### config.mk
export PLATFORM = sky130hd
export DESIGN_NAME = flash_status_lock_suspend_ctrl
export DESIGN_NICKNAME = d
export VERILOG_FILES = /design/src/flash_host_pkg.sv /design/src/flash_bus_cycle.sv /design/src/flash_status_lock_suspend_ctrl.sv
export VERILOG_INCLUDE_DIRS = /design/src
export SDC_FILE = /design/constraint.sdc
export NUM_CORES = 1
export LEC_CHECK = 0
export ABC_AREA = 1
export ABC_CLOCK_PERIOD_IN_PS = 2100
export BUFFER_PORTS_ARGS = -buffer_cell sky130_fd_sc_hd__buf_2
export CORE_AREA = 2 2 135 170
export DETAILED_ROUTE_END_ITERATION = 7
export DIE_AREA = 0 0 137 172
export GPL_TIMING_DRIVEN = 0
export PLACE_DENSITY = 0.79
export REMOVE_ABC_BUFFERS = 1
export SYNTH_ARGS = -nofsm -noshare
export SYNTH_HDL_FRONTEND = slang
export SYNTH_SLANG_ARGS = --single-unit
### constraint.sdc
create_clock -name pclk -period 2.1 [get_ports pclk]
set_input_delay 0.21 -clock pclk [delete_from_list [all_inputs] [get_ports pclk]]
set_output_delay 0.21 -clock pclk [all_outputs]
set_load 0.02 [all_outputs]
### src/flash_host_regs.svh
// register offsets, field positions and timing counts of the flash host controller
`ifndef FLASH_HOST_REGS_SVH
`define FLASH_HOST_REGS_SVH

// ***************************************************
// register map, one aligned word each
// ***************************************************
`define FL_REG_CTRL 8'h00
`define FL_REG_ADDR 8'h04
`define FL_REG_WDATA 8'h08
`define FL_REG_STATUS 8'h0c
`define FL_REG_RDATA 8'h10

// ctrl fields
`define FL_CTRL_START 0
`define FL_CTRL_CMD_LO 4
`define FL_CTRL_CMD_HI 7

// status fields
`define FL_ST_BUSY 0
`define FL_ST_DONE 1
`define FL_ST_FAIL 2
`define FL_ST_LOCKED 3
`define FL_ST_USER_OPEN 4
`define FL_ST_READY_LINE 5
`define FL_ST_REFUSED 6
`define FL_ST_POR_DONE 7
`define FL_ST_SUSPENDED 8
`define FL_ST_OP_ACTIVE 9

// reset values
`define FL_ADDR_RST 19'h00000
`define FL_WDATA_RST 16'h0000

// ***************************************************
// flash command words and addresses
// ***************************************************
`define FL_A_UNLOCK1 19'h00555
`define FL_A_UNLOCK2 19'h00aaa
`define FL_A_QUERY 19'h00055
`define FL_A_USER_BLK 19'h00080
`define FL_A_LOCK_OFS 19'h00002
`define FL_D_UNLOCK1 16'h00aa
`define FL_D_UNLOCK2 16'h0055
`define FL_D_PROGRAM 16'h00a0
`define FL_D_ERASE_SETUP 16'h0080
`define FL_D_CHIP_ERASE 16'h0010
`define FL_D_SECTOR_ERASE 16'h0030
`define FL_D_LOCKDOWN 16'h0060
`define FL_D_SUSPEND 16'h00b0
`define FL_D_RESUME 16'h0030
`define FL_D_IDENT_ENTER 16'h0090
`define FL_D_IDENT_LEAVE 16'h00f0
`define FL_D_QUERY 16'h0098
`define FL_D_SEC_STORE 16'h00c0
`define FL_D_LOCK_DATA_BIT 1
`define FL_D_FAIL_BIT 5
`define FL_D_LOCK_FLAG_BIT 0

// ***************************************************
// timing
// ***************************************************
`define FL_CLK_MHZ 100
`define FL_NS_TO_CYC(ns) (((ns) * `FL_CLK_MHZ + 999) / 1000)
`define FL_ERS_SUSP_US 15
`define FL_ERS_SUSP_CYC (`FL_ERS_SUSP_US * `FL_CLK_MHZ)
`define FL_PGM_SUSP_US 20
`define FL_PGM_SUSP_CYC (`FL_PGM_SUSP_US * `FL_CLK_MHZ)
`define FL_POR_MS 10
`define FL_POR_CYC (`FL_POR_MS * 1000 * `FL_CLK_MHZ)
`define FL_SETUP_NS 20
`define FL_SETUP_CYC `FL_NS_TO_CYC(`FL_SETUP_NS)
`define FL_STROBE_NS 60
`define FL_STROBE_CYC `FL_NS_TO_CYC(`FL_STROBE_NS)
`define FL_HOLD_NS 20
`define FL_HOLD_CYC `FL_NS_TO_CYC(`FL_HOLD_NS)
`define FL_ACCESS_NS 120
`define FL_ACCESS_CYC `FL_NS_TO_CYC(`FL_ACCESS_NS)
`define FL_RST_PULSE_NS 500
`define FL_RST_PULSE_CYC `FL_NS_TO_CYC(`FL_RST_PULSE_NS)

`endif

### src/flash_host_pkg.sv
// types of the flash host controller
package flash_host_pkg;

  // software command codes written to the ctrl register
  typedef enum logic [3:0] {
    cmd_read = 4'h0,
    cmd_program = 4'h1,
    cmd_sector_erase = 4'h2,
    cmd_chip_erase = 4'h3,
    cmd_lockdown = 4'h4,
    cmd_suspend = 4'h5,
    cmd_resume = 4'h6,
    cmd_ident_enter = 4'h7,
    cmd_ident_leave = 4'h8,
    cmd_query = 4'h9,
    cmd_user_program = 4'ha,
    cmd_user_lock = 4'hb,
    cmd_user_status = 4'hc,
    cmd_lock_query = 4'hd,
    cmd_hw_reset = 4'he,
    cmd_none = 4'hf
  } cmd_t;

  // sequencer states
  typedef enum logic [7:0] {
    st_idle = 8'h01,
    st_issue = 8'h02,
    st_cycle = 8'h04,
    st_wait_ready = 8'h08,
    st_poll = 8'h10,
    st_leave = 8'h20,
    st_susp_wait = 8'h40,
    st_reset = 8'h80
  } state_t;

endpackage : flash_host_pkg

### src/flash_bus_cycle.sv
// one timed write or read cycle on the flash parallel bus
`timescale 1ns/10ps
`include "flash_host_regs.svh"

module flash_bus_cycle
(
  input wire logic pclk,
  input wire logic presetn,
  input wire logic start,
  input wire logic is_read,
  input wire logic [18:0] addr,
  input wire logic [15:0] wdata,
  input wire logic [15:0] dq_in,
  output logic [18:0] flash_addr,
  output logic [15:0] dq_out,
  output logic dq_oe,
  output logic ce_n,
  output logic oe_n,
  output logic we_n,
  output logic [15:0] rdata,
  output logic done
);

  localparam logic [7:0] setup_cyc = 8'(`FL_SETUP_CYC);
  localparam logic [7:0] strobe_cyc = 8'(`FL_STROBE_CYC);
  localparam logic [7:0] hold_cyc = 8'(`FL_HOLD_CYC);
  localparam logic [7:0] access_cyc = 8'(`FL_ACCESS_CYC);

  logic active;
  logic rd;
  logic [1:0] phase;
  logic [7:0] cnt;

  // ***************************************************
  // phase sequencing: setup, strobe, hold for writes; access for reads
  // ***************************************************
  always_ff @(posedge pclk or negedge presetn)
  begin
    if (!presetn)
    begin
      active <= 1'b0;
      rd <= 1'b0;
      phase <= 2'd0;
      cnt <= 8'h00;
      done <= 1'b0;
      ce_n <= 1'b1;
      oe_n <= 1'b1;
      we_n <= 1'b1;
      dq_oe <= 1'b0;
      dq_out <= 16'h0000;
      flash_addr <= 19'h00000;
      rdata <= 16'h0000;
    end
    else
    begin
      done <= 1'b0;
      if (!active)
      begin
        if (start)
        begin
          active <= 1'b1;
          rd <= is_read;
          phase <= 2'd0;
          cnt <= 8'h00;
          flash_addr <= addr;
          dq_out <= wdata;
          ce_n <= 1'b0;
          dq_oe <= !is_read;
          oe_n <= !is_read;
        end
      end
      else if (rd)
      begin
        cnt <= cnt + 8'h01;
        if (cnt == access_cyc - 8'h01)
        begin
          rdata <= dq_in;
          oe_n <= 1'b1;
          ce_n <= 1'b1;
          active <= 1'b0;
          done <= 1'b1;
        end
      end
      else
      begin
        cnt <= cnt + 8'h01;
        case (phase)
          2'd0:
          begin
            if (cnt == setup_cyc - 8'h01)
            begin
              we_n <= 1'b0;
              phase <= 2'd1;
              cnt <= 8'h00;
            end
          end
          2'd1:
          begin
            if (cnt == strobe_cyc - 8'h01)
            begin
              we_n <= 1'b1; // data latched on this rising edge
              phase <= 2'd2;
              cnt <= 8'h00;
            end
          end
          default:
          begin
            if (cnt == hold_cyc - 8'h01)
            begin
              ce_n <= 1'b1;
              dq_oe <= 1'b0;
              active <= 1'b0;
              done <= 1'b1;
            end
          end
        endcase
      end
    end
  end

endmodule : flash_bus_cycle

### src/flash_status_lock_suspend_ctrl.sv
// host controller driving a parallel flash: commands, lockdown, suspend, security store
`timescale 1ns/10ps
`include "flash_host_regs.svh"


module flash_status_lock_suspend_ctrl
#(
  parameter int unsigned por_delay_cyc = `FL_POR_CYC
)
(
  input wire logic pclk,
  input wire logic presetn,
  input wire logic psel,
  input wire logic penable,
  input wire logic pwrite,
  input wire logic [7:0] paddr,
  input wire logic [31:0] pwdata,
  output logic [31:0] prdata,
  output logic pready,
  output logic pslverr,
  output logic [18:0] flash_addr,
  input wire logic [15:0] dq_in,
  output logic [15:0] dq_out,
  output logic dq_oe,
  output logic ce_n,
  output logic oe_n,
  output logic we_n,
  output logic flash_reset_n,
  input wire logic ready_line
);
  import flash_host_pkg::*;

  localparam logic [11:0] ers_susp_cyc = 12'(`FL_ERS_SUSP_CYC);
  localparam logic [11:0] pgm_susp_cyc = 12'(`FL_PGM_SUSP_CYC);
  localparam logic [11:0] rst_pulse_cyc = 12'(`FL_RST_PULSE_CYC);

  state_t state;
  cmd_t cmd;
  logic [18:0] addr_reg;
  logic [15:0] wdata_reg;
  logic [15:0] rdata_reg;
  logic [2:0] step;
  logic [2:0] last_step;
  logic [11:0] wait_cnt;
  logic [31:0] por_cnt;
  logic por_done;
  logic done_flag;
  logic fail_flag;
  logic locked_flag;
  logic user_open_flag;
  logic refused_flag;
  logic op_active;
  logic op_erase;
  logic suspended;
  logic susp_erase;
  logic cyc_start;
  logic cyc_read;
  logic [18:0] cyc_addr;
  logic [15:0] cyc_data;
  logic [15:0] cyc_rdata;
  logic cyc_done;
  logic wr_en;
  logic rd_en;
  logic start_req;
  cmd_t start_cmd;
  logic [35:0] step_word;
  logic accept;
  logic refuse;

  // ***************************************************
  // apb slave: zero wait states, error on unmapped offsets
  // ***************************************************
  assign pready = 1'b1;
  assign wr_en = psel && penable && pwrite;
  assign rd_en = psel && penable && !pwrite;
  assign start_req = wr_en && (paddr == `FL_REG_CTRL) && pwdata[`FL_CTRL_START];
  assign start_cmd = cmd_t'(pwdata[`FL_CTRL_CMD_HI:`FL_CTRL_CMD_LO]);

  // mapped offsets answer okay, others flag an error
  always_comb
  begin
    pslverr = 1'b0;
    if (psel && penable)
    begin
      case (paddr)
        `FL_REG_CTRL, `FL_REG_ADDR, `FL_REG_WDATA, `FL_REG_STATUS, `FL_REG_RDATA:
          pslverr = 1'b0;
        default:
          pslverr = 1'b1;
      endcase
    end
  end

  // read data is registered so prdata changes only on a clock edge
  always_ff @(posedge pclk or negedge presetn)
  begin
    if (!presetn)
      prdata <= 32'h00000000;
    else if (psel && !penable && !pwrite)
    begin
      case (paddr)
        `FL_REG_CTRL: prdata <= {24'h000000, cmd, 4'h0};
        `FL_REG_ADDR: prdata <= {13'h0000, addr_reg};
        `FL_REG_WDATA: prdata <= {16'h0000, wdata_reg};
        `FL_REG_STATUS: prdata <= {22'h000000, op_active, suspended, por_done, refused_flag,
                                   ready_line, user_open_flag, locked_flag, fail_flag,
                                   done_flag, (state != st_idle) && (state != st_wait_ready)};
        `FL_REG_RDATA: prdata <= {16'h0000, rdata_reg};
        default: prdata <= 32'h00000000;
      endcase
    end
  end

  // address and write data registers
  always_ff @(posedge pclk or negedge presetn)
  begin
    if (!presetn)
    begin
      addr_reg <= `FL_ADDR_RST;
      wdata_reg <= `FL_WDATA_RST;
    end
    else if (wr_en && paddr == `FL_REG_ADDR)
      addr_reg <= pwdata[18:0];
    else if (wr_en && paddr == `FL_REG_WDATA)
      wdata_reg <= pwdata[15:0];
  end

  // ***************************************************
  // power-on hold-off
  // ***************************************************
  // programming before the flash's own power-on delay would be dropped silently
  always_ff @(posedge pclk or negedge presetn)
  begin
    if (!presetn)
      por_cnt <= 32'h00000000;
    else if (!por_done)
      por_cnt <= por_cnt + 32'h00000001;
  end
  assign por_done = (por_cnt >= por_delay_cyc);

  // ***************************************************
  // command acceptance
  // ***************************************************
  always_comb
  begin
    accept = 1'b0;
    refuse = 1'b0;
    if (start_req)
    begin
      if (state == st_wait_ready)
      begin
        accept = (start_cmd == cmd_suspend);
        refuse = !accept;
      end
      else if (state != st_idle)
        refuse = 1'b1;
      else
      begin
        case (start_cmd)
          cmd_program, cmd_lockdown, cmd_user_program, cmd_user_lock:
            refuse = !por_done;
          cmd_sector_erase, cmd_chip_erase:
            refuse = !por_done || suspended;
          cmd_suspend:
            refuse = 1'b1;
          cmd_resume:
            refuse = !suspended;
          cmd_none:
            refuse = 1'b1;
          default:
            refuse = 1'b0;
        endcase
        accept = !refuse;
      end
    end
  end

  // ***************************************************
  // bus cycle table per command
  // ***************************************************
  function automatic logic [35:0] step_of(cmd_t c, logic [2:0] i, logic [18:0] a,
                                          logic [15:0] d);
    logic rd;
    logic [18:0] sa;
    logic [15:0] sd;
    rd = 1'b0;
    sa = `FL_A_UNLOCK1;
    sd = `FL_D_UNLOCK1;
    case (c)
      cmd_read: begin rd = 1'b1; sa = a; end
      cmd_suspend: sd = `FL_D_SUSPEND;
      cmd_resume: sd = `FL_D_RESUME;
      cmd_ident_leave: sd = `FL_D_IDENT_LEAVE;
      cmd_query: begin sa = `FL_A_QUERY; sd = `FL_D_QUERY; end
      default:
      begin
        if (i == 3'd1 || i == 3'd4)
        begin
          sa = `FL_A_UNLOCK2;
          sd = `FL_D_UNLOCK2;
        end
        else if (i == 3'd2)
        begin
          case (c)
            cmd_program: sd = `FL_D_PROGRAM;
            cmd_user_program, cmd_user_lock: sd = `FL_D_SEC_STORE;
            cmd_sector_erase, cmd_chip_erase, cmd_lockdown: sd = `FL_D_ERASE_SETUP;
            default: sd = `FL_D_IDENT_ENTER;
          endcase
        end
        else if (i == 3'd3)
        begin
          case (c)
            cmd_program, cmd_user_program: begin sa = a; sd = d; end
            cmd_user_lock: begin sa = `FL_A_USER_BLK; sd = d & ~16'h0002; end
            cmd_user_status: begin rd = 1'b1; sa = `FL_A_USER_BLK; end
            cmd_lock_query: begin rd = 1'b1; sa = a | `FL_A_LOCK_OFS; end
            default: sd = `FL_D_UNLOCK1;
          endcase
        end
        else if (i == 3'd5)
        begin
          case (c)
            cmd_chip_erase: sd = `FL_D_CHIP_ERASE;
            cmd_sector_erase: begin sa = a; sd = `FL_D_SECTOR_ERASE; end
            cmd_lockdown: begin sa = a; sd = `FL_D_LOCKDOWN; end
            default: sd = `FL_D_IDENT_LEAVE;
          endcase
        end
      end
    endcase
    return {rd, sa, sd};
  endfunction : step_of

  // user status and lock query end with ident leave, as must any ident visit
  function automatic logic [2:0] last_of(cmd_t c);
    case (c)
      cmd_ident_enter: return 3'd2;
      cmd_program, cmd_user_program, cmd_user_lock: return 3'd3;
      cmd_user_status, cmd_lock_query: return 3'd4;
      cmd_sector_erase, cmd_chip_erase, cmd_lockdown: return 3'd5;
      default: return 3'd0;
    endcase
  endfunction : last_of

  // the fifth cycle of status queries is the leave word, not an unlock
  always_comb
  begin
    step_word = step_of(cmd, step, addr_reg, wdata_reg);
    if ((cmd == cmd_user_status || cmd == cmd_lock_query) && step == 3'd4)
      step_word = {1'b0, `FL_A_UNLOCK1, `FL_D_IDENT_LEAVE};
  end

  // ***************************************************
  // sequencer
  // ***************************************************
  always_ff @(posedge pclk or negedge presetn)
  begin
    if (!presetn)
    begin
      state <= st_idle;
      cmd <= cmd_none;
      step <= 3'd0;
      last_step <= 3'd0;
      wait_cnt <= 12'h000;
      cyc_start <= 1'b0;
      cyc_read <= 1'b0;
      cyc_addr <= 19'h00000;
      cyc_data <= 16'h0000;
      flash_reset_n <= 1'b1;
    end
    else
    begin
      cyc_start <= 1'b0;
      case (state)
        st_idle, st_wait_ready:
        begin
          if (accept)
          begin
            cmd <= start_cmd;
            step <= 3'd0;
            last_step <= last_of(start_cmd);
            wait_cnt <= 12'h000;
            state <= (start_cmd == cmd_hw_reset) ? st_reset : st_issue;
          end
          else if (state == st_wait_ready && ready_line)
          begin
            cyc_start <= 1'b1;
            cyc_read <= 1'b1;
            cyc_addr <= addr_reg;
            state <= st_poll;
          end
        end
        st_issue:
        begin
          cyc_start <= 1'b1;
          cyc_read <= step_word[35];
          cyc_addr <= step_word[34:16];
          cyc_data <= step_word[15:0];
          state <= st_cycle;
        end
        st_cycle:
        begin
          if (cyc_done)
          begin
            if (step != last_step)
            begin
              step <= step + 3'd1;
              state <= st_issue;
            end
            else if (cmd == cmd_suspend)
              state <= st_susp_wait;
            else if (cmd == cmd_program || cmd == cmd_sector_erase ||
                     cmd == cmd_chip_erase || cmd == cmd_user_program ||
                     cmd == cmd_resume)
              state <= st_wait_ready;
            else
              state <= st_idle;
          end
        end
        st_poll:
        begin
          if (cyc_done)
          begin
            if (cyc_rdata[`FL_D_FAIL_BIT])
            begin
              cyc_start <= 1'b1;
              cyc_read <= 1'b0;
              cyc_addr <= `FL_A_UNLOCK1;
              cyc_data <= `FL_D_IDENT_LEAVE;
              state <= st_leave;
            end
            else
              state <= st_idle;
          end
        end
        st_leave:
        begin
          if (cyc_done)
            state <= st_idle;
        end
        st_susp_wait:
        begin
          wait_cnt <= wait_cnt + 12'h001;
          if (wait_cnt == (op_erase ? ers_susp_cyc : pgm_susp_cyc))
            state <= st_idle;
        end
        st_reset:
        begin
          flash_reset_n <= 1'b0;
          wait_cnt <= wait_cnt + 12'h001;
          if (wait_cnt == rst_pulse_cyc)
          begin
            flash_reset_n <= 1'b1;
            state <= st_idle;
          end
        end
        default:
          state <= st_idle;
      endcase
    end
  end

  // ***************************************************
  // operation context and result flags
  // ***************************************************
  // a flash reset also drops every lockdown; the host clears op_active and suspended but keeps locked_flag
  always_ff @(posedge pclk or negedge presetn)
  begin
    if (!presetn)
    begin
      op_active <= 1'b0;
      op_erase <= 1'b0;
      suspended <= 1'b0;
      susp_erase <= 1'b0;
    end
    else if (state == st_reset)
    begin
      op_active <= 1'b0;
      suspended <= 1'b0;
    end
    else if (state == st_cycle && cyc_done && step == last_step)
    begin
      case (cmd)
        cmd_program, cmd_user_program:
        begin
          op_active <= 1'b1;
          op_erase <= 1'b0;
        end
        cmd_sector_erase, cmd_chip_erase:
        begin
          op_active <= 1'b1;
          op_erase <= 1'b1;
        end
        cmd_suspend:
        begin
          suspended <= 1'b1;
          susp_erase <= op_erase;
          op_active <= 1'b0;
        end
        cmd_resume:
        begin
          suspended <= 1'b0;
          op_active <= 1'b1;
          op_erase <= susp_erase;
        end
        default:
          op_active <= op_active;
      endcase
    end
    else if (state == st_poll && cyc_done)
    begin
      op_active <= 1'b0;
      op_erase <= suspended ? susp_erase : 1'b0;
    end
  end

  // done and fail: a new start clears them, completion in that cycle wins
  always_ff @(posedge pclk or negedge presetn)
  begin
    if (!presetn)
    begin
      done_flag <= 1'b0;
      fail_flag <= 1'b0;
      refused_flag <= 1'b0;
      locked_flag <= 1'b0;
      user_open_flag <= 1'b0;
      rdata_reg <= 16'h0000;
    end
    else
    begin
      if (refuse)
        refused_flag <= 1'b1;
      else if (accept)
        refused_flag <= 1'b0;
      if (accept)
      begin
        done_flag <= 1'b0;
        fail_flag <= 1'b0;
      end
      if (state == st_poll && cyc_done)
        fail_flag <= cyc_rdata[`FL_D_FAIL_BIT];
      if (state == st_cycle && cyc_done && cyc_read)
      begin
        rdata_reg <= cyc_rdata;
        if (cmd == cmd_lock_query)
          locked_flag <= cyc_rdata[`FL_D_LOCK_FLAG_BIT];
        if (cmd == cmd_user_status)
          user_open_flag <= cyc_rdata[`FL_D_LOCK_DATA_BIT];
      end
      if ((state == st_cycle && cyc_done && step == last_step && cmd != cmd_suspend &&
           cmd != cmd_program && cmd != cmd_sector_erase && cmd != cmd_chip_erase &&
           cmd != cmd_user_program && cmd != cmd_resume) ||
          (state == st_poll && cyc_done && !cyc_rdata[`FL_D_FAIL_BIT]) ||
          (state == st_leave && cyc_done) ||
          (state == st_susp_wait && wait_cnt == (op_erase ? ers_susp_cyc : pgm_susp_cyc)) ||
          (state == st_reset && wait_cnt == rst_pulse_cyc))
        done_flag <= 1'b1;
    end
  end

  // ***************************************************
  // bus cycle engine
  // ***************************************************
  flash_bus_cycle u_cycle
  (
    .pclk(pclk),
    .presetn(presetn),
    .start(cyc_start),
    .is_read(cyc_read),
    .addr(cyc_addr),
    .wdata(cyc_data),
    .dq_in(dq_in),
    .flash_addr(flash_addr),
    .dq_out(dq_out),
    .dq_oe(dq_oe),
    .ce_n(ce_n),
    .oe_n(oe_n),
    .we_n(we_n),
    .rdata(cyc_rdata),
    .done(cyc_done)
  );

endmodule : flash_status_lock_suspend_ctrl

Yosys cells after proc, flatten, opt, wreduce, memory -nomap -nowiden
Memory sizes are Yosys's and may differ from the RTL's. A register that Yosys moved wholly into a read port is not among the register bits.
Cells that the tools add are included.
Widths: inputs -> output; s select.

cells by class
  bitwise gates (word level) = 4
  $lt $le $gt $ge = 1
  equality and inequality tests = 81
  muxes and demuxes = 126
  reductions and logical operators = 98
  $add $sub $neg = 4

operators with widths
  cell                   count
  $mux 19                9
  $pmux 19 s3            3
  $mux 8                 14
  $pmux 19 s5            1
  $mux 16                5
  $pmux 16 s5            1
  $pmux 16 s2            2
  $mux 1                 61
  $pmux 8 s7             1
  $eq 4x4->1 const B     10
  $mux 36                1
  $add 32x1->32 const B  1
  $eq 8x4->1 const B     4
  $ge 32x20->1 const B   1
  $logic_and 1x1->1      25
  $eq 4x3->1 const B     6
  $eq 8x3->1 const B     3
  $pmux 12 s2            1
  $pmux 8 s3             1
  $ne 2x2->1 const B     11
  $reduce_or 2->1        11
  $ne 3x3->1 const B     7
  $pmux 7 s3             1
  $reduce_bool 2->1      10
  other kinds (54)       124

word-level totals
  bits in read-only memories = 48
  bits in registers = 257
  memories = 1
  output and inout port bits = 74
  word-level logic and storage cells = 350
  input port bits = 62

memories
  memory           depth  bits a word  rd ports  clocked after memory_dff  write ports  RTL line                               text
  (no name shown)  16     3            1         1                         0            flash_status_lock_suspend_ctrl.sv:237  case (c)

Depth between registers and ports, before layout
Gate-level depths: netlist of run 1.

  depth in word-level cells = 14
  gate-level depth with buffers = 17
  mapped depth without buffers = 17

Cells and area by module
From an unflattened synthesis of run 1, not the netlist that was laid out.

second synthesis, totals
  cell total of the unflattened synthesis = 1486
  area total of the unflattened synthesis = 12114.1 um^2

modules (own cells, without submodules)
  module                          seq. area each (um^2)  times used  area each (um^2)  cells an instance
  flash_status_lock_suspend_ctrl  4486.8                 1           9198.8            1143
  flash_bus_cycle                 1705.4                 1           2915.3            343

Worst setup path before layout of run 1
Ideal clock, no wire load.

  kind = register -> register
  start = register u_cycle.cnt[0]
  end = register u_cycle.rdata[10]
  data required time = 1975 ps
  arrival time = 1744 ps
  buffers on the path = 1
  stages on the path, launching flop included = 6
  slack = 232 ps
  cell sequence = dfrtp_1 -> ha_1 -> nand3_1 -> nor3_2 -> buf_2 -> mux2_2

between the ends
  word-level cells in the longest chain between the ends = 2

RTL lines
  what                               RTL line               text
  from (decl)                        flash_bus_cycle.sv:32  logic [7:0] cnt;
  from (signal assigned)             flash_bus_cycle.sv:74  cnt <= cnt + 8'h01;
  from (signal assigned)             flash_bus_cycle.sv:86  cnt <= cnt + 8'h01;
  $eq 8x4->1                         flash_bus_cycle.sv:75  if (cnt == access_cyc - 8'h01)
  $reduce_and 3->1 (no source line)  --
  to (signal assigned)               flash_bus_cycle.sv:77  rdata <= dq_in;
  to (decl)                          flash_bus_cycle.sv:20  output logic [15:0] rdata,

No other way between the ends.
A chain may end at the register's enable or synchronous reset.

Final worst setup path of run 1
  start = register cmd[1]
  end = register done_flag

between the ends
  word-level cells in the longest chain between the ends = 12

RTL lines
  what                                                RTL line                               text
  from (decl)                                         flash_status_lock_suspend_ctrl.sv:38   cmd_t cmd;
  from (signal assigned)                              flash_status_lock_suspend_ctrl.sv:262  cmd <= cmd_none;
  from (signal assigned)                              flash_status_lock_suspend_ctrl.sv:280  cmd <= start_cmd;
  $ne 4x3->1                                          flash_status_lock_suspend_ctrl.sv:451  if ((state == st_cycle && cyc_done && step == last_step && cmd != cmd_suspend &&
  $logic_and 1x1->1 (2 in a row)                      flash_status_lock_suspend_ctrl.sv:451
  $logic_and 1x1->1 (3 in a row)                      flash_status_lock_suspend_ctrl.sv:452  cmd != cmd_program && cmd != cmd_sector_erase && cmd != cmd_chip_erase &&
  $logic_and 1x1->1 *                                 flash_status_lock_suspend_ctrl.sv:453  cmd != cmd_user_program && cmd != cmd_resume) ||
  $logic_or 1x1->1 * (4 in a row)                     flash_status_lock_suspend_ctrl.sv:451
  $mux 1 / $reduce_bool 2->1 (equally long branches)  --
  to (signal assigned)                                flash_status_lock_suspend_ctrl.sv:423  done_flag <= 1'b0;
  to (signal assigned)                                flash_status_lock_suspend_ctrl.sv:438  done_flag <= 1'b0;
  to (signal assigned)                                flash_status_lock_suspend_ctrl.sv:458  done_flag <= 1'b1;
  to (decl)                                           flash_status_lock_suspend_ctrl.sv:47   logic done_flag;

Mark *: on every way between the ends. The rest lies on a longest branch, timed or not.

==> summary.txt, run 1 <==
Outcome
  • Outcome: finished, violations left
  • Failing checks: setup timing

STA
  • Slew Limit Fails: 0
  • Fin crit period: 2.16 ns
  • Worst-margin pin slew: 0.831 ns
  • Fmax: 463 MHz
  • Max Clock Skew: 0.0135 ns
  • Count of final hold-check violations: 0
  • RSZ-0062 raised after global routing: yes
  • Setup violators final: 6
  • Final period util: 103%
  • Slew headroom: 44.3%
  • Setup TNS: -0.182 ns
  • Final worst slack: -0.0616 ns
  • Final worst hold slack: 0.0424 ns

Detailed routing
  • DRC: 0
  • Vias/cell: 5.56
  • Final ANT Viol Nets: 0
  • Drt first pass iters: 5
  • 1st-iter DRT viols: 855
  • Vias: 10400
  • Average wire per cell in the routed design: 18.1 µm
  • Post-Route WL: 33800 µm

CTS
  • TritonCTS buffer count: 24
  • Clock sink count: 247
  • H-tree levels: 1
  • CTS tree: done
  • Clk Latency, worst-skew pair: 0.53 ns
  • Clock Root Buffer: clkbuf_16
  • Clock-pin slew on the worst setup and hold paths: 0.06 ns
  • Maximum clock path buffer count: 3

Final layout
  • Number of flip-flops in the largest register: 32
  • Final net count: 1643
  • Post-layout util: 67.3%
  • Register with the most flip-flops: por_cnt
  • Share of layout cells above drive strength 1: 27.4%
  • ANT cells: 0
  • Area growth syn-to-layout: 24.9%

Die
  • DIE AREA: 23600 µm²
  • Die Width: 137 µm
  • Core area: 22000 µm²
  • IO Pins: 136
  • Die Height: 172 µm
  • Initial Util: 53.9%
  • Row count: 61

Synthesis
  • Synthesized netlist cell count: 1372
  • Synth cell count leaders: 306 x nand2_1, 238 x dfrtp_1, 186 x inv_1
  • Sequential fraction of the synthesis area: 52.3%
  • EDFF count, synth: 0
  • Distinct cells, synth: 54
  • Share of the synthesized area in the top cell type: 50.3%
  • Ys async rst share: 100%
  • YS warnings: 0
  • Avg Cell Area, Syn: 8.63 µm²
  • Prevailing post-synth register cell: dfrtp_1
  • Post-synthesis cell area: 11800 µm²
  • Count leader, synth: nand2_1
  • Top area cells in the synthesized netlist: dfrtp_1 50%, nand2_1 9.7%, inv_1 5.9%, o21ai_0 5.6%, nor2_1 3.1%
  • Post-synthesis register bit count: 247
  • Area leader, netlist: dfrtp_1

GRT
  • Largest net degree at the start of global routing: 98
  • First-pass GRT wire length: 51900 µm
  • M2 GR Usage: 48.8%
  • GR peak layer: met2
  • Vias in the first global route: 9947
  • Met3 usage: 3.20%
  • Total congestion overflow: 0
  • Met1 Usage GRT: 36.8%
  • Antenna violations before repair: 0
  • Aggregate global-route resource usage: 28.2%

Power and ir drop
  • Pwr/cell area: 737 nW/µm²
  • Peak supply drop: 719 µV
  • Leakage: 7.22 nW

Critical path
  • Setup CP Type: reg -> reg
  • Critical Path Source Type: flop
  • Critical Path Fanout Max: 5
  • CP Data Required Time: 2.49 ns
  • Crit end category: flop
  • Worst reg-to-reg setup slack: -0.06 ns
  • Crit path DAT: 2.56 ns

Placement
  • IO buf count: 108
  • Gpl congestion: 0.929
  • Hpwl dp: 22300 µm

Min path
  • Hold Path Class: in -> reg

Run
  • Max-cap violations: 0
[power by group]
group	switching, W	leakage (nW)	internal [W]	total, W
logic	0.000916	3.49	0.000515	0.00143
clock network	0.00189	0.389	0.00251	0.00440
registers	0.000148	3.34	0.00492	0.00507
total	0.00295	7.22	0.00795	0.0109
[routing by layer]
layer  wire (µm)  vias to the layer above
li1            -                     4815
met1       13400                     5026
met2       16800                      447
met3        2180                      102
met4        1400                        0
met5           0                        -
[worst max-delay path: stages, from the launching register on]
cell	delay, ns
dfstp_2	0.64
buf_6	0.13
inv_4	0.04
nor2_4	0.17
nand2_2	0.11
buf_4	0.16
nand4_1	0.11
nor2_1	0.08
nand2_2	0.10
a21oi_2	0.06
a211oi_2	0.31
o21ai_1	0.12
[cell families (layout without fill, tap and decap cells)]
group / after synthesis / count (layout) / share of synthesized area [%]
AOI/OAI and AO/OA: 274 / 274 / 13.6
xor gates and xnor gates: 32 / 32 / 2.37
adders and majority gates: 12 / 12 / 1.27
buffers and inverters: 256 / 455 / 8.83
DFF: 247 / 247 / 52.3
muxes: 16 / 16 / 1.52
other: 2 / 14 / 0.0634
and+or+nand+nor: 533 / 537 / 20.1
[through the flow]
stage	worst slack [ns]	total power [W]	cells	instance area (µm²)
floorplan	-0.269	0.00588	1329	11600
global placement	-3.48	0.00622	1720	12500
detailed placement	-1.09	0.00627	1724	12600
CTS	-0.0111	0.0107	1821	14100
global route	-0.145	0.0113	1870	14800
finish	-0.0616	0.0109	1870	14800
[placed cells by master, fill, tap and decap left out, types with 16 or more instances in the layout]
| master | netlist | routed |
|---|---|---|
| o22ai_1 | 34 | 27 |
| inv_1 | 186 | 167 |
| nand2_1 | 306 | 273 |
| dlygate4sd3_1 | 0 | 30 |
| nand2_2 | 10 | 35 |
| mux2_2 | 16 | 16 |
| a21oi_1 | 44 | 39 |
| nand4_1 | 16 | 16 |
| o21ai_0 | 133 | 119 |
| buf_4 | 14 | 65 |
| nor2_4 | 6 | 20 |
| o21ai_2 | 18 | 20 |
| clkbuf_16 | 0 | 24 |
| inv_2 | 13 | 29 |
| buf_2 | 7 | 107 |
| o21ai_1 | 11 | 21 |
| nor3_1 | 22 | 19 |
| nor2_1 | 99 | 83 |
| xor2_1 | 25 | 25 |
| nand3_1 | 35 | 33 |
| dfrtp_1 | 238 | 234 |
[final cells by class]
| cell class | count | area [µm²] |
|---|---|---|
| sequential | 247 | 6200 |
| timing repair buffer | 209 | 1470 |
| clock buffer | 32 | 671 |
| tap | 283 | 354 |
| timing repair inverter | 1 | 5.00 |
| inverter | 201 | 767 |
| fill | 1694 | 7190 |
| clock inverter | 12 | 136 |
| multi-input combinational | 885 | 5190 |
[path summary, 6_finish.rpt]
kind | start | endpoint | depth (start not counted)
setup / recovery | cmd[1] | done_flag | 11
hold / removal | pwdata[11] | wdata_reg[11] | 3
setup reg to reg | cmd[1] | done_flag | 11
hold reg to reg | por_cnt[24] | por_cnt[24] | 0
max in group asynchronous | presetn | u_cycle.flash_addr[0] | 4
min in group asynchronous | presetn | u_cycle.cnt[6] | 2
[what timing repair did]
action,CTS,global route
pin swaps,8,40
gates resized for setup,50,105
cloned,3,2
setup buffers,20,47
setup endpoints to repair,117,89
endpoints found under the hold margin,92,0
hold buffers,30,0
Power figures use the tool's default switching activity.
==> run 2, diff against run 1 <==
--- a/config.mk
+++ b/config.mk
@@ -9,11 +9,10 @@
 export ABC_AREA = 1
 export ABC_CLOCK_PERIOD_IN_PS = 2100
 export BUFFER_PORTS_ARGS = -buffer_cell sky130_fd_sc_hd__buf_2
-export CORE_AREA = 2 2 135 170
+export CORE_AREA = 2 2 157 198
 export DETAILED_ROUTE_END_ITERATION = 7
-export DIE_AREA = 0 0 137 172
+export DIE_AREA = 0 0 159 200
 export GPL_TIMING_DRIVEN = 0
-export PLACE_DENSITY = 0.79
 export REMOVE_ABC_BUFFERS = 1
 export SYNTH_ARGS = -nofsm -noshare
 export SYNTH_HDL_FRONTEND = slang
==> summary.txt, run 2 (synthesis gave the netlist of run 1 again) <==
Outcome
  • Outcome: completed (was finished, violations left)

Detailed routing
  • Drt first pass iters: 5 (unchanged)
  • Metal3 WL: 1350 µm (was 2180 µm)
  • Post-Route WL: 33900 µm (was 33800 µm)
  • Highest metal used: met4 (unchanged)
  • DRC: 0 (unchanged)
  • Vias: 9933 (was 10400)
  • Met2 routed WL: 16800 µm (about the same)
  • Final ANT Viol Nets: 0 (unchanged)
  • 1st-iter DRT viols: 644 (was 855)
  • Average wire per cell in the routed design: 17.1 µm (was 18.1 µm)
  • Vias/cell: 5.00 (was 5.56)
  • DRT met1 WL: 14700 µm (was 13400 µm)

Final layout
  • Sequential cell area: 6200 µm² (about the same)
  • Post-layout util: 50.3% (was 67.3%)
  • Area growth syn-to-layout: 26.8% (was 24.9%)
  • Commonest cells after routing, fill and taps aside: 268 x nand2_1, 233 x dfrtp_1, 167 x inv_1 (was 273 x nand2_1, 234 x dfrtp_1, 167 x inv_1)
  • FILL cells: 2830 (was 1694)
  • Share of layout cells above drive strength 1: 27.2% (was 27.4%)
  • ANT cells: 0 (unchanged)
  • Number of flip-flops in the largest register: 32 (unchanged)
  • Final instance area: 15000 µm² (was 14800 µm²)
  • Final net count: 1644 (was 1643)
  • Register with the most flip-flops: por_cnt (unchanged)
  • Commonest non-fill, non-tap cell in the layout: nand2_1 (unchanged)
  • Multi-input gate area: 5290 µm² (was 5190 µm²)

STA
  • Fmax: 478 MHz (was 463 MHz)
  • Setup violators final: 0 (was 6)
  • Setup TNS: 0 ns (was -0.182 ns)
  • Max Clock Skew: 0.0146 ns (was 0.0135 ns)
  • RSZ-0062 raised after global routing: yes (unchanged)
  • Worst-margin pin slew: 0.826 ns (was 0.831 ns)
  • Slew Limit Fails: 0 (unchanged)
  • Final period util: 99.5% (was 103%)
  • Slew headroom: 44.7% (was 44.3%)
  • Count of final hold-check violations: 0 (unchanged)
  • Fin crit period: 2.09 ns (was 2.16 ns)

Die
  • Initial Util: 39.7% (was 53.9%)
  • Row count: 71 (was 61)
  • DIE AREA: 31800 µm² (was 23600 µm²)
  • Core area: 29800 µm² (was 22000 µm²)
  • Die Width: 159 µm (was 137 µm)
  • Die Height: 200 µm (was 172 µm)
  • IO Pins: 136 (unchanged)

Critical path
  • Cell count along the critical path: 12 (was 11)
  • Max stage delay on crit path: 0.39 ns (was 0.64 ns)
  • Setup CP Type: reg -> reg (unchanged)
  • FF-to-FF Start: state[5] (was cmd[1])
  • Worst reg-to-reg setup slack: 0.01 ns (was -0.06 ns)
  • Critical Path Source Type: flop (unchanged)
  • Crit path DAT: 2.51 ns (was 2.56 ns)
  • Crit end category: flop (unchanged)
  • Crit path top cell by count: nand2_8 (was nand2_2)
  • FF-to-FF path depth: 12 (was 11)
  • Worst path slowest cell: dfrtp_1 (was dfstp_2)
  • Reg-to-Reg End: cyc_addr[5] (was done_flag)
  • CP delay by family, top: simple AND/OR/NAND/NOR gates (was flip-flops)
  • CP Cell Sequence: nor2_1, inv_2, nor2_4, nand4_1, nor3_2, nand2_2, nand2_4, nand2_8, nand2_8, nand2_8, nand2_4, o21ai_2 (was buf_6, inv_4, nor2_4, nand2_2, buf_4, nand4_1, nor2_1, nand2_2, a21oi_2, a211oi_2, o21ai_1)
  • CP Data Required Time: 2.52 ns (was 2.49 ns)
  • Critical Path Fanout Max: 8 (was 5)
  • WP buf/inv: 1 (was 3)

CTS
  • TritonCTS buffer count: 25 (was 24)
  • Clock sink count: 247 (unchanged)
  • H-tree levels: 1 (unchanged)
  • CTS tree: done (unchanged)
  • Clock Root Buffer: clkbuf_16 (unchanged)
  • Clock-pin slew on the worst setup and hold paths: 0.06 ns (about the same)
  • Clk Latency, worst-skew pair: 0.53 ns (about the same)
  • Maximum clock path buffer count: 3 (unchanged)

GRT
  • Antenna violations before repair: 0 (unchanged)
  • Largest net degree at the start of global routing: 120 (was 98)
  • Total congestion overflow: 0 (unchanged)
  • First-pass GRT wire length: 52700 µm (was 51900 µm)
  • Vias in the first global route: 9771 (was 9947)
  • Aggregate global-route resource usage: 21.1% (was 28.2%)

Min path
  • Hold Path Sink: wdata_reg[8] (was wdata_reg[11])
  • Hold Path Depth: 3 (unchanged)
  • Hold Path Class: in -> reg (unchanged)
  • Hold path startpoint: pwdata[8] (was pwdata[11])

Power and ir drop
  • Pwr/cell area: 732 nW/µm² (was 737 nW/µm²)
  • Peak supply drop: 511 µV (was 719 µV)
  • Leakage: 7.27 nW (was 7.22 nW)

Placement
  • Gpl congestion: 0.906 (was 0.929)
  • IO buf count: 108 (unchanged)
  • Hpwl dp: 23200 µm (was 22300 µm)
  • Placed Area: 12800 µm² (was 12600 µm²)

Run
  • Max-cap violations: 0 (unchanged)
[run 2: changes by cell type in the layout (fill, tap and decap cells not counted), sizes merged]
cell / change
clkbuf: +6
clkinvlp: -3
bufinv: -1
clkinv: -1
dlygate4sd3: -1
inv: -1
nand3: +1
[run 2: power breakdown]
part	switching (W)	total, W	internal, W
combinational	0.000977	0.00154	0.000558
clock	0.00185	0.00440	0.00255
sequential	0.000137	0.00506	0.00492
[run 2: what timing repair did]
| action | 4_1_cts | 5_1_grt |
|---|---|---|
| cloned | 4 | 2 |
| hold buffers | 29 | 0 |
| setup endpoints to repair | 78 | 101 |
| gates resized for setup | 50 | 117 |
| endpoints found under the hold margin | 96 | 0 |
| setup buffers | 13 | 52 |
| pin swaps | 9 | 29 |
[run 2: metrics by stage]
step                      setup WS [ns]  power [W]  hold WS, ns  cells
after CTS                       -0.0468     0.0108      0.00129   1934
after detailed placement         -0.808    0.00629        0.174   1844
final                           0.00992     0.0110      0.00824   1988
after global routing             -0.105     0.0115       0.0315   1988
after floorplan                  -0.269    0.00588      -0.0856   1329
after global placement            -3.68    0.00625        0.365   1838
[run 2: layout make-up]
cell class | instances | share of cell area [%]
clock buffers | 38 | 4.96
clock inverters | 6 | 0.367
inverters | 201 | 5.15
multi-input cells | 886 | 35.2
flip-flops and latches | 247 | 41.3
well taps | 401 | 3.34
repair buffers | 208 | 9.66
repair inverters | 1 | 0.0333
[run 2: how the worst max path moves through the flow]
stage	from	end	slack (ns)
floorplan	paddr[1]	wdata_reg[0]	-0.27
global placement	presetn	u_cycle.flash_addr[9]	-3.68
detailed placement	state[7]	rdata_reg[0]	-0.81
CTS	state[3]	cyc_addr[10]	-0.05
global route	por_cnt[13]	cyc_addr[5]	-0.11
finish	state[5]	cyc_addr[5]	0.01
[run 2: routing by layer]
metal  GRT usage, %  vias up
li1               -     4819
met1           26.6     4826
met2           37.6      225
met3           2.71       63
met4           7.10        0
met5              0        -
[run 2: worst min-delay path, stage by stage]
cell     delay [ns]
buf_2          0.10
inv_1          0.08
o21ai_0        0.09
==> run 3, diff against run 2 <==
--- a/config.mk
+++ b/config.mk
@@ -7,13 +7,16 @@
 export NUM_CORES = 1
 export LEC_CHECK = 0
 export ABC_AREA = 1
-export ABC_CLOCK_PERIOD_IN_PS = 2100
 export BUFFER_PORTS_ARGS = -buffer_cell sky130_fd_sc_hd__buf_2
-export CORE_AREA = 2 2 157 198
+export CELL_PAD_IN_SITES_DETAIL_PLACEMENT = 2
+export CELL_PAD_IN_SITES_GLOBAL_PLACEMENT = 2
+export CORE_AREA = 2 2 170 214
 export DETAILED_ROUTE_END_ITERATION = 7
-export DIE_AREA = 0 0 159 200
+export DIE_AREA = 0 0 172 216
 export GPL_TIMING_DRIVEN = 0
+export PLACE_DENSITY_LB_ADDON = 0.1
 export REMOVE_ABC_BUFFERS = 1
 export SYNTH_ARGS = -nofsm -noshare
 export SYNTH_HDL_FRONTEND = slang
+export SYNTH_HIERARCHICAL = 1
 export SYNTH_SLANG_ARGS = --single-unit
==> summary.txt, run 3 <==
Final layout
  • ANT cells: 0 (unchanged)
  • Number of flip-flops in the largest register: 32 (unchanged)
  • Commonest non-fill, non-tap cell in the layout: nand2_1 (unchanged)
  • Register with the most flip-flops: por_cnt (unchanged)
  • Post-layout util: 44.6% (was 50.3%)
  • Commonest cells after routing, fill and taps aside: 427 x nand2_1, 234 x dfrtp_1, 136 x inv_1 (was 268 x nand2_1, 233 x dfrtp_1, 167 x inv_1)
  • Final instance area: 15700 µm² (was 15000 µm²)
  • Final net count: 1756 (was 1644)
  • Share of layout cells above drive strength 1: 25.1% (was 27.2%)
  • Area growth syn-to-layout: 29.2% (was 26.8%)

Detailed routing
  • Vias/cell: 5.05 (was 5.00)
  • Drt first pass iters: 4 (was 5)
  • Vias: 11000 (was 9933)
  • 1st-iter DRT viols: 484 (was 644)
  • Post-Route WL: 44100 µm (was 33900 µm)
  • DRC: 0 (unchanged)
  • Final ANT Viol Nets: 0 (unchanged)
  • Average wire per cell in the routed design: 20.3 µm (was 17.1 µm)

Placement
  • Gpl congestion: 0.856 (was 0.906)
  • IO buf count: 108 (unchanged)
  • Placed Area: 13000 µm² (was 12800 µm²)
  • Hpwl dp: 29000 µm (was 23200 µm)

Critical path
  • Crit path DAT: 2.73 ns (was 2.51 ns)
  • FF-to-FF path depth: 13 (was 12)
  • Critical Path Fanout Max: 8 (unchanged)
  • Setup CP Type: reg -> reg (unchanged)
  • FF-to-FF Start: state[6] (was state[5])
  • Critical Path Source Type: flop (unchanged)
  • CP Data Required Time: 2.55 ns (was 2.52 ns)
  • Crit end category: flop (unchanged)
  • Reg-to-Reg End: cyc_addr[13] (was cyc_addr[5])
  • Worst reg-to-reg setup slack: -0.19 ns (was 0.01 ns)

STA
  • RSZ-0062 raised after global routing: yes (unchanged)
  • Setup TNS: -3.41 ns (was 0 ns)
  • Count of final hold-check violations: 0 (unchanged)
  • Fmax: 437 MHz (was 478 MHz)
  • Final period util: 109% (was 99.5%)
  • Final worst slack: -0.186 ns (was 0.00992 ns)
  • Worst-margin pin slew: 0.899 ns (was 0.826 ns)
  • Fin crit period: 2.29 ns (was 2.09 ns)
  • Slew headroom: 39.7% (was 44.7%)
  • Setup violators final: 52 (was 0)
  • Max Clock Skew: 0.0178 ns (was 0.0146 ns)
  • Slew Limit Fails: 0 (unchanged)

Power and ir drop
  • Pint: 0.00971 W (was 0.00803 W)
  • Logic pwr share: 24.1% (was 14.0%)
  • Pwr/cell area: 930 nW/µm² (was 732 nW/µm²)
  • Clock Power Share: 36.3% (was 40.0%)
  • Net Sw Frac: 33.4% (was 26.9%)
  • Sequential share of power: 39.6% (was 46.0%)
  • Peak supply drop: 742 µV (was 511 µV)
  • Sw power: 0.00486 W (was 0.00296 W)
  • Leakage: 7.68 nW (was 7.27 nW)

Die
  • Die Width: 172 µm (was 159 µm)
  • Row count: 77 (was 71)
  • Initial Util: 34.5% (was 39.7%)
  • IO Pins: 136 (unchanged)
  • DIE AREA: 37200 µm² (was 31800 µm²)
  • Die Height: 216 µm (was 200 µm)
  • Core area: 35100 µm² (was 29800 µm²)

GRT
  • Antenna violations before repair: 0 (unchanged)
  • Met3 usage: 2.64% (was 2.71%)
  • Met1 Usage GRT: 29.5% (was 26.6%)
  • Largest net degree at the start of global routing: 92 (was 120)
  • Vias in the first global route: 12000 (was 9771)
  • Aggregate global-route resource usage: 23.0% (was 21.1%)
  • First-pass GRT wire length: 66500 µm (was 52700 µm)
  • GR peak layer: met2 (unchanged)
  • M2 GR Usage: 41.0% (was 37.6%)
  • Total congestion overflow: 0 (unchanged)

CTS
  • Clk Latency, worst-skew pair: 0.57 ns (was 0.53 ns)
  • Clock-pin slew on the worst setup and hold paths: 0.07 ns (was 0.06 ns)
  • TritonCTS buffer count: 28 (was 25)
  • Clock sink count: 247 (unchanged)
  • CTS tree: done (unchanged)
  • Maximum clock path buffer count: 3 (unchanged)
  • Clock Root Buffer: clkbuf_16 (unchanged)
  • H-tree levels: 1 (unchanged)

Min path
  • Hold path startpoint: pwdata[5] (was pwdata[8])
  • Hold Path Sink: cmd[1] (was wdata_reg[8])
  • Hold Path Depth: 3 (unchanged)
  • Hold Path Class: in -> reg (unchanged)

Synthesis
  • Share of the synthesized area in the top cell type: 49.2% (was 50.3%)
  • Avg Cell Area, Syn: 8.15 µm² (was 8.63 µm²)
  • YS warnings: 6 (was 0)
  • Post-synthesis register bit count: 247 (unchanged)
  • Area leader, netlist: dfrtp_1 (unchanged)
  • Count leader, synth: nand2_1 (unchanged)
  • EDFF count, synth: 0 (unchanged)
  • Ys async rst share: 100% (unchanged)
  • Distinct cells, synth: 52 (was 54)
  • Synth cell count leaders: 462 x nand2_1, 238 x dfrtp_1, 150 x inv_1 (was 306 x nand2_1, 238 x dfrtp_1, 186 x inv_1)
  • Synthesized netlist cell count: 1486 (was 1372)
  • Top area cells in the synthesized netlist: dfrtp_1 49%, nand2_1 14%, inv_1 4.6%, o21ai_0 3.8%, nor2_1 3.2% (was dfrtp_1 50%, nand2_1 9.7%, inv_1 5.9%, o21ai_0 5.6%, nor2_1 3.1%)
  • Post-synthesis cell area: 12100 µm² (was 11800 µm²)
  • Sequential fraction of the synthesis area: 51.1% (was 52.3%)
  • Prevailing post-synth register cell: dfrtp_1 (unchanged)

Run
  • Max-cap violations: 0 (unchanged)

Outcome
  • Failing checks: setup timing
  • Outcome: finished, violations left (was completed)
run 3: repair_timing:
action,CTS,global route
setup endpoints to repair,137,110
hold buffers,31,0
buffers inserted,18,53
pin swaps,8,47
gates resized for setup,85,110
endpoints found under the hold margin,126,0
cloned,2,2
run 3: cell families after synthesis:
| family | count (synthesis) | synth area share [%] |
|---|---|---|
| simple gates | 726 | 26.0 |
| flops | 247 | 51.1 |
| buf+inv | 235 | 8.20 |
| compound gates | 229 | 10.8 |
| xor+xnor | 35 | 2.53 |
| fa+ha+maj | 12 | 1.24 |
| other cells | 2 | 0.0620 |
run 3: cell type report:
type	count	area (µm²)
sequential	247	6200
clock buffer	37	816
tap	474	593
inverter	172	697
fill	3930	19400
timing repair buffer	213	1540
clock inverter	14	178
timing repair inverter	2	21.3
multi-input combinational	1018	5610
run 3: worst max path at each step:
| stage | start | cells after the start | slack (ns) | endpoint |
|---|---|---|---|---|
| finish | state[6] | 13 | -0.19 | cyc_addr[13] |
| global route | state[6] | 13 | -0.26 | step[2] |
| CTS | state[0] | 12 | -0.06 | cyc_addr[11] |
| detailed placement | paddr[7] | 9 | -1.55 | addr_reg[0] |
| global placement | presetn | 1 | -4.01 | wait_cnt[0] |
| floorplan | u_cycle/active | 3 | -1.04 | u_cycle/dq_oe |
run 3: critical path, stage by stage, from the launching register on:
cell	delay [ns]
dfrtp_1	0.43
nor2_4	0.19
nand2_4	0.09
nor4_4	0.32
buf_4	0.19
nor2_4	0.04
inv_2	0.08
nor2_2	0.06
nor3_4	0.17
buf_6	0.17
nand2_8	0.12
buf_4	0.17
nand2_1	0.06
nand2_1	0.06
run 3: metrics by stage:
step | hold slack (ns) | setup WS (ns) | power [W] | instances
4_1_cts | 0.00195 | -0.0587 | 0.0143 | 2122
2_1_floorplan | -0.0856 | -1.04 | 0.00742 | 1435
6_report | 0.0261 | -0.186 | 0.0146 | 2177
5_1_grt | 0.0345 | -0.257 | 0.0154 | 2177
3_5_place_dp | 0.289 | -1.55 | 0.00848 | 2020
3_3_place_gp | 0.366 | -4.01 | 0.00832 | 2017
run 3: routing by layer:
metal	vias up	part of all wire [%]
met2	212	51
met5	-	0
met1	5581	43
met4	0	3.4
li1	5112	-
met3	81	3.4
run 3: power groups by stage:
stage               clock [W]  combinational, W  sequential, W
CTS                   0.00545           0.00306        0.00576
detailed placement          0           0.00266        0.00582
floorplan                   0           0.00160        0.00583
global placement            0           0.00253        0.00580
global route          0.00565           0.00388        0.00584
finish                0.00529           0.00351        0.00576
